<file path="config.mk">
export PLATFORM = sky130hd
export DESIGN_NAME = idoe_exec
export DESIGN_NICKNAME = d
export VERILOG_FILES = /design/src/logic/idoe_alu.v /design/src/logic/idoe_exec.v
export VERILOG_INCLUDE_DIRS = /design/src /design/src/logic
export SDC_FILE = /design/constraint.sdc
export NUM_CORES = 1
export LEC_CHECK = 0
export ABC_AREA = 0
export BUFFER_PORTS_ARGS = -buffer_cell sky130_fd_sc_hd__buf_2
export CAP_MARGIN = 10
export CORE_MARGIN = 4
export CORE_UTILIZATION = 32
export DETAILED_ROUTE_END_ITERATION = 8
export PLACE_DENSITY_LB_ADDON = 0.2
export REMOVE_ABC_BUFFERS = 1
export SLEW_MARGIN = 20
export SYNTH_ARGS = -nofsm -noshare
export SYNTH_HDL_FRONTEND = slang
export SYNTH_SLANG_ARGS = --single-unit
</file>
<file path="constraint.sdc">
create_clock -name core_clk -period 5.3 [get_ports core_clk]
set_input_delay 1.06 -clock core_clk [delete_from_list [all_inputs] [get_ports core_clk]]
set_output_delay 1.06 -clock core_clk [all_outputs]
set_load 0.02 [all_outputs]
</file>
<file path="src/logic/idoe_exec_regs.vh">
`ifndef IDOE_EXEC_REGS_VH
`define IDOE_EXEC_REGS_VH
// Operation codes presented by the decoder (one-hot)
`define IDOE_OP_W 7
`define IDOE_OP_INC_FILE 7'h01
`define IDOE_OP_DEC_SKIP_ZERO 7'h02
`define IDOE_OP_INC_SKIP_ZERO 7'h04
`define IDOE_OP_OR_LITERAL_ACC 7'h08
`define IDOE_OP_LOAD_LITERAL_ACC 7'h10
`define IDOE_OP_OR_ACC_FILE 7'h20
`define IDOE_OP_STORE_ACC_FILE 7'h40
// Destination select encoding
`define IDOE_DEST_ACC 1'h0
`define IDOE_DEST_FILE 1'h1
// Reset values and byte constants
`define IDOE_ACC_RESET 8'h00
`define IDOE_FLAG_RESET 1'h0
`define IDOE_ZERO_BYTE 8'h00
`define IDOE_ONE_BYTE 8'h01
`endif
</file>
<file path="src/logic/idoe_alu.v">
`default_nettype none
`include "idoe_exec_regs.vh"
// Combinational result and zero detection
module idoe_alu #(
    parameter DW = 8
) (
    // Operation and operands
    input wire [`IDOE_OP_W-1:0] op,
    input wire [DW-1:0] accIn,
    input wire [DW-1:0] fileIn,
    input wire [DW-1:0] literal,
    // Results
    output reg [DW-1:0] result,
    output wire resultZero
);

    ////////////////////////////////////////////////////////////////////////
    // Result select; sums wrap because the width is fixed
    always @*
    begin
        case (op)
            `IDOE_OP_INC_FILE: result = fileIn + `IDOE_ONE_BYTE;
            `IDOE_OP_INC_SKIP_ZERO: result = fileIn + `IDOE_ONE_BYTE;
            `IDOE_OP_DEC_SKIP_ZERO: result = fileIn - `IDOE_ONE_BYTE;
            `IDOE_OP_OR_LITERAL_ACC: result = accIn | literal;
            `IDOE_OP_LOAD_LITERAL_ACC: result = literal;
            `IDOE_OP_OR_ACC_FILE: result = accIn | fileIn;
            `IDOE_OP_STORE_ACC_FILE: result = accIn;
            default: result = accIn;
        endcase
    end

    // Zero detect shared by flag and skip
    assign resultZero = (result == `IDOE_ZERO_BYTE);

endmodule
`default_nettype wire

</file>
<file path="src/logic/idoe_exec.v">
`default_nettype none
`include "idoe_exec_regs.vh"
// Timing in brief: an instruction presented with instValid high is
// taken at the rising edge, and its results show one cycle later.
// The file register array lives outside; fileRdData must already
// carry the word at fileAddr in the cycle the instruction is taken.
// A skip instruction with a zero result closes the following slot,
// so whatever the decoder presents there is dropped, not executed.
// Limitation: a write and a read of one address in adjacent slots
// rely on the outside array forwarding the fresh word.
module idoe_exec #(
    parameter DW = 8,
    parameter AW = 7
) (
    // Clock and reset
    input wire core_clk,
    input wire rst,
    // Decoded instruction, one per instruction cycle
    input wire instValid,
    input wire [`IDOE_OP_W-1:0] op,
    input wire [AW-1:0] fileAddr,
    input wire destSel,
    input wire [DW-1:0] literal,
    // File register read data for fileAddr
    input wire [DW-1:0] fileRdData,
    // File register write port
    output reg fileWrEn,
    output reg [AW-1:0] fileWrAddr,
    output reg [DW-1:0] fileWrData,
    // Architectural state
    output reg [DW-1:0] acc,
    output reg resultNullFlag,
    // Skip indication: next instruction is a no-operation
    output reg skipNext,
    output wire busy
);

    ////////////////////////////////////////////////////////////////////////
    // States, one-hot
    localparam ST_EXEC = 2'b01;
    localparam ST_NOP = 2'b10;

    reg [1:0] state; // Current state
    reg [1:0] next_state; // Next state
    wire [DW-1:0] result; // ALU result
    wire resultZero; // Result equals zero
    wire take; // Instruction executed this cycle
    reg writesFile; // Result goes to file register
    reg writesAcc; // Result goes to accumulator
    reg setsFlag; // Instruction updates the zero flag
    reg skipOp; // Skip-capable instruction
    wire skipNow; // Zero result of a taken skip instruction

    ////////////////////////////////////////////////////////////////////////
    // Shared ALU
    idoe_alu #(
        .DW(DW)
    ) uAlu (
        .op(op),
        .accIn(acc),
        .fileIn(fileRdData),
        .literal(literal),
        .result(result),
        .resultZero(resultZero)
    );

    // Instruction in the skipped slot is dropped, not executed
    assign take = instValid && (state == ST_EXEC);
    assign busy = (state == ST_NOP);

    ////////////////////////////////////////////////////////////////////////
    // Per-instruction attributes, one branch per one-hot code.
    // A table like this keeps the destination rules in one place, at
    // the cost of a few more lines than a sum-of-products decode.
    always @*
    begin
        // Defaults: no write, flag and skip untouched
        writesFile = 1'b0;
        writesAcc = 1'b0;
        setsFlag = 1'b0;
        skipOp = 1'b0;
        case (op)
            `IDOE_OP_INC_FILE:
            begin
                // Destination bit decides, flag follows result
                writesFile = (destSel == `IDOE_DEST_FILE);
                writesAcc = (destSel == `IDOE_DEST_ACC);
                setsFlag = 1'b1;
            end
            `IDOE_OP_DEC_SKIP_ZERO:
            begin
                // No flag; zero result closes the next slot
                writesFile = (destSel == `IDOE_DEST_FILE);
                writesAcc = (destSel == `IDOE_DEST_ACC);
                skipOp = 1'b1;
            end
            `IDOE_OP_INC_SKIP_ZERO:
            begin
                // As the decrement form, but counting up
                writesFile = (destSel == `IDOE_DEST_FILE);
                writesAcc = (destSel == `IDOE_DEST_ACC);
                skipOp = 1'b1;
            end
            `IDOE_OP_OR_LITERAL_ACC:
            begin
                // Literal forms always land in the accumulator
                writesAcc = 1'b1;
                setsFlag = 1'b1;
            end
            `IDOE_OP_LOAD_LITERAL_ACC:
            begin
                // Plain load leaves the flag alone
                writesAcc = 1'b1;
            end
            `IDOE_OP_OR_ACC_FILE:
            begin
                // Destination bit decides, flag follows result
                writesFile = (destSel == `IDOE_DEST_FILE);
                writesAcc = (destSel == `IDOE_DEST_ACC);
                setsFlag = 1'b1;
            end
            `IDOE_OP_STORE_ACC_FILE:
            begin
                // Store has no destination bit; file only
                writesFile = 1'b1;
            end
            default:
            begin
                // Unknown codes copy the accumulator to the file
                // when the destination bit asks for the file
                writesFile = (destSel == `IDOE_DEST_FILE);
            end
        endcase
    end

    // Skip fires only for a taken instruction with a zero result
    assign skipNow = take && skipOp && resultZero;

    ////////////////////////////////////////////////////////////////////////
    // Next state: a zero skip result costs one extra cycle
    always @*
    begin
        case (state)
            ST_EXEC:
            begin
                if (skipNow)
                    next_state = ST_NOP;
                else
                    next_state = ST_EXEC;
            end
            ST_NOP: next_state = ST_EXEC; // Slot consumed as no-operation
            default: next_state = ST_EXEC;
        endcase
    end

    ////////////////////////////////////////////////////////////////////////
    // Slot state; reset opens the next slot for execution
    always @(posedge core_clk)
    begin
        if (rst)
            state <= ST_EXEC;
        else
            state <= next_state;
    end

    // Registered skip mark, high during the dropped slot
    always @(posedge core_clk)
    begin
        if (rst)
            skipNext <= 1'b0;
        else
            skipNext <= (next_state == ST_NOP);
    end

    ////////////////////////////////////////////////////////////////////////
    // File write port; strobe lasts one cycle, address and data hold
    // until the next write so a slow array can still latch them
    always @(posedge core_clk)
    begin
        if (rst)
        begin
            fileWrEn <= 1'b0;
            fileWrAddr <= {AW{1'b0}};
            fileWrData <= `IDOE_ZERO_BYTE;
        end
        else
        begin
            fileWrEn <= take && writesFile;
            if (take && writesFile)
            begin
                // Address is the one read this cycle
                fileWrAddr <= fileAddr;
                fileWrData <= result;
            end
        end
    end

    ////////////////////////////////////////////////////////////////////////
    // Accumulator; store and file-destination forms leave it alone
    always @(posedge core_clk)
    begin
        if (rst)
            acc <= `IDOE_ACC_RESET;
        else if (take && writesAcc)
            acc <= result;
    end

    // Zero flag; ops that do not affect it simply hold it
    always @(posedge core_clk)
    begin
        if (rst)
            resultNullFlag <= `IDOE_FLAG_RESET;
        else if (take && setsFlag)
            resultNullFlag <= resultZero;
    end

endmodule
`default_nettype wire

</file>
==> metrics.yaml, run 1 <==
drive_above_1_share_pct: 30.5
use_met1_pct: 20.2
filler_cell_count: 584
rows: 26
antenna_found_initial: 0
grt_pass1_wl_microns: 7620
fin_ws_ps: 695
synth-xor-area-share_pct: 4.93
power.density_nw_per_um2: 193
pre_cts_slack_ps: 412
dp.final_hpwl_microns: 3760
grt_max_degree: 27
stdcell_area_sq_um: 2130
drt_iter0_drc: 88
ir_drop_mv: 0.153
final_common_cell: "buf_2"
synth_top_family_by_area: "simple AND/OR/NAND/NOR gates"
synth_compound_area_share_pct: 24.4
final_max_slew_viol_count: 0
grt_busiest_layer: "met2"
yosys.area_share.simple_pct: 24.7
nets: 298
regArea_sq_um: 541
avgSynthCellArea_sq_um: 8.66
syn2layout_area_growth_pct: 20.2
ant_nets: 0
relSlewSlack_pct: 31.5
ioPinCount: 61
fin_skew_ps: 6.69
clkLatencyLatePin_ps: 270
synthArstFlopShare_pct: 0
numCtsBuffers: 3
routed_wl_microns: 4800
rsz0062_at_grt: "no"
critical_path_class: "in -> reg"
place_congestion: 0.786
synth_fa_ha_area_share_pct: 5.36
required_ps: 5450
io_buffers: 60
wl_per_cell_microns: 14.7
start_util_pct: 33.9
critPathArrivalTime_ps: 4760
grt_use_met2_pct: 22.4
die_x_microns: 82.5
synth_area_sq_um: 1780
reg2reg_depth: 5
layout_common_cells: "buf_2, nor2_1, dfxtp_1, a21oi_1"
cts_resized: 0
synth_edf_count: 0
cts_tree: "yes"
max-cap-violations: 0
finalHoldViolCount: 0
use_met3_pct: 3.36
clk_path_buf_depth: 2
die_h_microns: 82.5
overflow: 0
antenna_cells: 0
status: "finished clean"
fin_crit_sh_pct: 86.9
synth_cells: 205
grt_pass1_vias: 1534
yosysSeqAreaShare_pct: 30.4
crit_fanout: 12
yosysWarnings: 0
tightestPinTransition_ps: 1030
fin_crit_ps: 4610
hp-class: "reg -> reg"
cts_hold_buf: 0
ys_seq_elements: 27
via_count: 1704
p_leak_nw: 0.941
cts_sinks: 27
whs_path_depth: 2
clk_pin_slew_ps: 90
tns_ps: 0
multiInputGateArea_sq_um: 1130
setup_viol: 0
core_region_area_sq_um: 5240
fmax_ghz: 0.217
end_kind: "flop"
cts_setup_buffers: 0
clock-root-buffer: "clkbuf_8"
track_usage_pct: 14.3
muxShareOfSynthArea_pct: 4.51
die-area_sq_um: 6800
drtPass1Iterations: 4
synth_cell_types: 56
vias_per_cell: 5.23
worst_setup_path_start_kind: "primary input"
drcViolationCount: 0
synthFlopType: "dfxtp_1"
placed_area_sq_um: 2090
htreeDepth: 1
layout make-up:
type                            instances  area share [%]
Inverter                                3           0.528
Clock buffer                            4            2.11
Multi-Input combinational cell        160            53.1
Tap cell                               70            4.11
Sequential cell                        27            25.3
Timing Repair Buffer                   62            14.8
worst paths after layout:
| path | startpoint | endpoint | slack [ps] |
|---|---|---|---|
| min | fileWrData[7] | fileWrData[7] | 470 |
| max reg2reg | state[1] | state[0] | 3160 |
| min reg2reg | fileWrData[7] | fileWrData[7] | 470 |
| max | op[3] | state[0] | 690 |
cells by family (layout without fill, tap and decap cells):
kind of cell	after synthesis	count (layout)
multiplexers	8	8
AO/OA/AOI/OAI	56	56
XOR/XNOR	10	10
buffers and inverters	18	69
AND/OR/NAND/NOR	79	79
flip-flops	27	27
adder cells (fa/ha/maj)	7	7
worst max-delay path, cell delays in order:
cell and delay, ps:
buf_2 170, or4_4 610, nor3_2 410, ha_1 360, a21o_1 220, a31o_2 240
xor2_1 140, a222oi_1 440, nand3_1 130, or4_4 520, or4b_1 470
report_power, final:
part / total, mW / internal [mW] / switching (mW)
Clock: 0.114 / 0.0538 / 0.0602
Sequential: 0.211 / 0.208 / 0.00281
Combinational: 0.0866 / 0.0345 / 0.0521
cell usage after synthesis, types with 2 or more instances:
cell type  count  area share [%]
dfxtp_1       27              30
a31oi_1        4             1.4
a22oi_1        3             1.3
xnor2_1        6             3.0
buf_6          3             1.9
nand2_1        8             1.7
nand4b_1       2            0.99
xor2_1         4             2.0
a211oi_1       6             2.5
o311ai_1       3             1.5
o21ai_0        5             1.4
mux2i_1        8             4.5
buf_2          3            0.85
a21oi_1       12             3.4
or3_1          2            0.70
a21o_1         3             1.3
nor3_1         7             2.0
nor4b_1        2            0.99
ha_1           6             4.2
or4_4          2             1.3
buf_1          3            0.63
buf_4          2            0.85
and3_4         2             1.3
a221oi_2       2             1.7
nor2b_1        5             1.8
or4b_1         3             1.7
nand3b_1       2            0.85
nand2b_1       3             1.1
nor2_1        30             6.3
nand3_1        3            0.85
a222oi_1       4             2.3
inv_1          3            0.63
clkbuf_1       4            0.85
metal layers:
| metal | routed length [microns] | share of wire, % | up-vias |
|---|---|---|---|
| li1 | - | - | 874 |
| met1 | 2230 | 47 | 786 |
| met2 | 2290 | 48 | 40 |
| met3 | 247 | 5.1 | 4 |
| met4 | 29 | 0.60 | 0 |
| met5 | 0 | 0 | - |
sequential cells by signal, summed over array words and instances (netlist names):
signal / flops
resultNullFlag: 1
fileWrData: 8
fileWrAddr: 7
acc: 8
fileWrEn: 1
state: 2
through the flow:
step           instances  util (%)  power (mW)  hold WS [ps]
6_report             326      40.7       0.412           470
5_1_grt              326      40.7       0.435           486
4_1_cts              326      40.7       0.417           471
3_5_place_dp         322      39.9       0.303           457
3_3_place_gp         322      39.9       0.303           444
2_1_floorplan        190         -       0.264           528
Power figures use the tool's default switching activity.
==> run 2: changes to the inputs <==
Settings changed: CTS_BUF_LIST set to sky130_fd_sc_hd__clkbuf_2.
==> run 2 against run 1 <==
  * Critical path depth stayed put
  * Sequential cell count did not move
  * Cell area down 1.2%
  * Fmax is 2.7% higher
  * Largest cell class unchanged
  * Largest power group unchanged
  * Highest routed layer unchanged
==> metrics.yaml, run 2 (synthesis gave the netlist of run 1 again) <==
critPathArrivalTime_ps: 4750
clk_pin_slew_ps: 240
layout_common_cells: "buf_2, nor2_1, dfxtp_1, a21oi_1"
rrSetupSlack_ps: 3150
power.density_nw_per_um2: 178
routed_wl_microns: 4800
setup_viol: 0
core_region_area_sq_um: 5240
tns_ps: 0
grt_pass1_vias: 1539
status: "finished clean"
cts_tree: "yes"
fin_skew_ps: 12.0
cp_slowest_cell: "or4_4"
overflow: 0
antenna_found_initial: 0
grt_pass1_wl_microns: 7600
fin_ws_ps: 817
die_x_microns: 82.5
vias_per_cell: 5.20
start_util_pct: 33.9
final_max_slew_viol_count: 0
grt_max_degree: 27
cts_hold_buf: 0
fmax_ghz: 0.223
p_leak_nw: 0.935
clock-root-buffer: "clkbuf_2"
cp_top_family: "simple AND/OR/NAND/NOR gates"
dp.final_hpwl_microns: 3760
drcViolationCount: 0
htreeDepth: 1
ant_nets: 0
required_ps: 5560
cts_resized: 0
numCtsBuffers: 3
rows: 26
fin_crit_sh_pct: 84.6
die_h_microns: 82.5
drive_above_1_share_pct: 30.9
antenna_cells: 0
rsz0062_at_grt: "no"
final_common_cell: "buf_2"
pre_cts_slack_ps: 412
track_usage_pct: 14.3
clkLatencyLatePin_ps: 340
drtPass1Iterations: 6
io_buffers: 60
crit_fanout: 12
ioPinCount: 61
via_count: 1695
die-area_sq_um: 6800
cp_num_buf_inv: 1
nets: 298
syn2layout_area_growth_pct: 18.7
finalHoldViolCount: 0
top_regs: "acc (8), fileWrData (8), fileWrAddr (7)"
clk_path_buf_depth: 2
cts_setup_buffers: 0
path_cells: "buf_2, or4_4, nor3_2, ha_1, a21o_1, a31o_2, xor2_1, a222oi_1, nand3_1, or4_4, or4b_1"
critical_path.max_stage_delay_ps: 610
drt_iter0_drc: 111
worst_setup_path_start_kind: "primary input"
place_congestion: 0.786
hp-class: "reg -> reg"
ir_drop_mv: 0.131
max-cap-violations: 0
worst_path_most_repeated_cell: "or4_4"
relSlewSlack_pct: 31.7
critical_path_class: "in -> reg"
wl_per_cell_microns: 14.7
end_kind: "flop"
fin_crit_ps: 4480
tightestPinTransition_ps: 1030
cts_sinks: 27
## run 2: changes by cell type in the layout (fill, tap and decap cells not counted)
cell and delta:
clkbuf_2 +4, clkbuf_1 -1, clkbuf_8 -3
## run 2: through the flow
stage	hold WS [ps]	utilization [%]	power (mW)	cell area [sq um]	instances
final	483	40.3	0.376	2110	326
after global routing	501	40.3	0.399	2110	326
after CTS	484	40.3	0.382	2110	326
after detailed placement	457	39.9	0.303	2090	322
after global placement	444	39.9	0.303	2090	322
after floorplan	528	-	0.264	1690	190
## run 2: worst reg2reg max path, stage by stage, from the launching register on
cell and delay [ps]:
dfxtp_1 370, nand3b_1 210, nor4_1 380, nand3_1 120, or4_4 520, or4b_1 470
## run 2: path summary, 6_finish.rpt
kind                                     from             to  cells after the start
worst max-delay path                    op[3]       state[0]                     11
worst max register to register       state[1]       state[0]                      5
worst min-delay path            fileWrData[7]  fileWrData[7]                      2
worst min register to register  fileWrData[7]  fileWrData[7]                      2
## run 2: power by group
part / switching [mW] / internal [mW]
Sequential: 0.00280 / 0.209
Combinational: 0.0520 / 0.0345
Clock: 0.0572 / 0.0199
Total: 0.112 / 0.264
## run 2: routing by layer
metal	wire [microns]	GRT usage [%]
met4	29	1.99
met3	223	3.36
met2	2310	22.6
met1	2240	20.1
met5	0	0
## run 2: final cells by class
| cell class | instances | area (sq um) |
|---|---|---|
| inverter | 3 | 11.3 |
| sequential | 27 | 541 |
| fill | 587 | 3130 |
| multi-input combinational | 160 | 1130 |
| tap | 70 | 87.6 |
| clock buffer | 4 | 20.0 |
| timing repair buffer | 62 | 315 |
==> run 3: changes to the inputs <==
Clock period 5.3 ns to 4.05 ns, I/O delays scaled along.
==> run 3 against run 2 <==
  * Count of clock-buffer cells in the layout did not move
  * Highest routed layer unchanged
  * Register-to-register slack got worse by 1200 ps
  * Clock power rose by 34%
  * First-iteration DRC count fell by 26%
  * Clock skew fell by 6.8 ps
  * Non-clock buffer count rose by 19
  * Combinational power rose by 44%
==> metrics.yaml, run 3 (synthesis gave the netlist of run 1 again) <==
nets: 317
p_int_mw: 0.354
cts_hold_buf: 0
relSlewSlack_pct: 52.8
rsz0062_at_grt: "no"
htreeDepth: 1
pre_cts_slack_ps: -268
tns_ps: 0
clkLatencyLatePin_ps: 350
rows: 26
io_buffers: 60
start_util_pct: 33.9
overflow: 0
die_x_microns: 82.5
crit_fanout: 5
cts_tree: "yes"
worst_setup_path_start_kind: "primary input"
finalHoldViolCount: 0
grt_max_degree: 27
numCtsBuffers: 3
clockPowerShare_pct: 20.4
top_regs: "acc (8), fileWrData (8), fileWrAddr (7)"
clock-root-buffer: "clkbuf_2"
worst_path_most_repeated_cell: "or4_4"
via_count: 1763
fin_crit_ps: 3870
drtPass1Iterations: 4
power_frac_comb_pct: 24.7
antenna_cells: 0
syn2layout_area_growth_pct: 27.1
path_cells: "buf_2, or4_4, nor3_4, buf_4, ha_1, and3_1, a221oi_2, xnor2_1, a222oi_1, nand2_1, or4_4, or4b_1"
whs_path_depth: 2
rrSetupSlack_ps: 1930
drive_above_1_share_pct: 35.6
grt_pass1_vias: 1704
routed_wl_microns: 5000
critPathArrivalTime_ps: 4130
final_max_slew_viol_count: 0
cp_slowest_cell: "or4_4"
max-cap-violations: 0
p_sw_mw: 0.152
drcViolationCount: 0
cp_num_buf_inv: 2
power_frac_seq_pct: 54.9
drt_iter0_drc: 82
layout_common_cells: "buf_2, nor2_1, dfxtp_1, buf_4, a21oi_1"
critical_path.max_stage_delay_ps: 550
track_usage_pct: 14.7
vias_per_cell: 5.11
power.density_nw_per_um2: 224
antenna_found_initial: 0
cp_top_family: "simple AND/OR/NAND/NOR gates"
switching_share_pct: 30.0
fin_crit_sh_pct: 95.5
dp.final_hpwl_microns: 3980
clk_path_buf_depth: 2
cts_setup_buffers: 0
ir_drop_mv: 0.140
ant_nets: 0
fin_skew_ps: 5.26
status: "finished clean"
setup_viol: 0
total_power_mw: 0.505
crit_cells: 12
fmax_ghz: 0.259
ioPinCount: 61
grt_pass1_wl_microns: 7920
critical_path_class: "in -> reg"
cts_sinks: 27
fin_ws_ps: 183
end_kind: "flop"
die_h_microns: 82.5
hp-class: "reg -> reg"
die-area_sq_um: 6800
clk_pin_slew_ps: 240
hold-worst-slack_ps: 474
wl_per_cell_microns: 14.5
p_leak_nw: 1.03
reg2reg_depth: 6
tightestPinTransition_ps: 703
core_region_area_sq_um: 5240
required_ps: 4310
place_congestion: 0.839
final_common_cell: "buf_2"
final_core_util_pct: 43.1
## run 3: worst paths after layout
path                    to     startpoint
max               state[0]          op[3]
min          fileWrData[7]  fileWrData[7]
max reg2reg       state[0]         acc[0]
min reg2reg  fileWrData[7]  fileWrData[7]
## run 3: final cells by class
cell class | count | area [sq um]
fillers | 561 | 2980
clock buffers | 4 | 20.0
flip-flops and latches | 27 | 541
well taps | 70 | 87.6
inverters | 3 | 11.3
repair buffers | 81 | 458
multi-input cells | 160 | 1140
## run 3: layer usage
layer  track usage, %  vias up  routed length, microns
li1                 -      909                       -
met2             24.8       31                    2390
met1             20.1      821                    2380
met5                0        -                       0
met3             3.15        2                     212
met4            0.997        0                      21
## run 3: timing repair
item	CTS	global route
endpoints found under the hold margin	0	0
gates resized for setup	0	1
endpoints found under the setup margin	0	1
## run 3: worst register-to-register path: stages (launching register included)
cell and delay (ps):
dfxtp_1 430, nand3b_1 110, a311o_1 200, o211a_1 200, a31oi_1 100, or4_4 530
or4b_1 470
## run 3: per-stage QoR
| stage | cells | area, sq um |
|---|---|---|
| final | 345 | 2260 |
| after global placement | 341 | 2230 |
| after floorplan | 190 | 1690 |
| after detailed placement | 341 | 2230 |
| after CTS | 345 | 2250 |
| after global routing | 345 | 2260 |
## run 3: power groups by stage
stage	clock network (mW)	registers, mW	logic [mW]
6_report	0.103	0.278	0.125
2_1_floorplan	0	0.292	0.0535
3_3_place_gp	0	0.282	0.124
5_1_grt	0.121	0.279	0.137
4_1_cts	0.110	0.278	0.125
3_5_place_dp	0	0.283	0.124
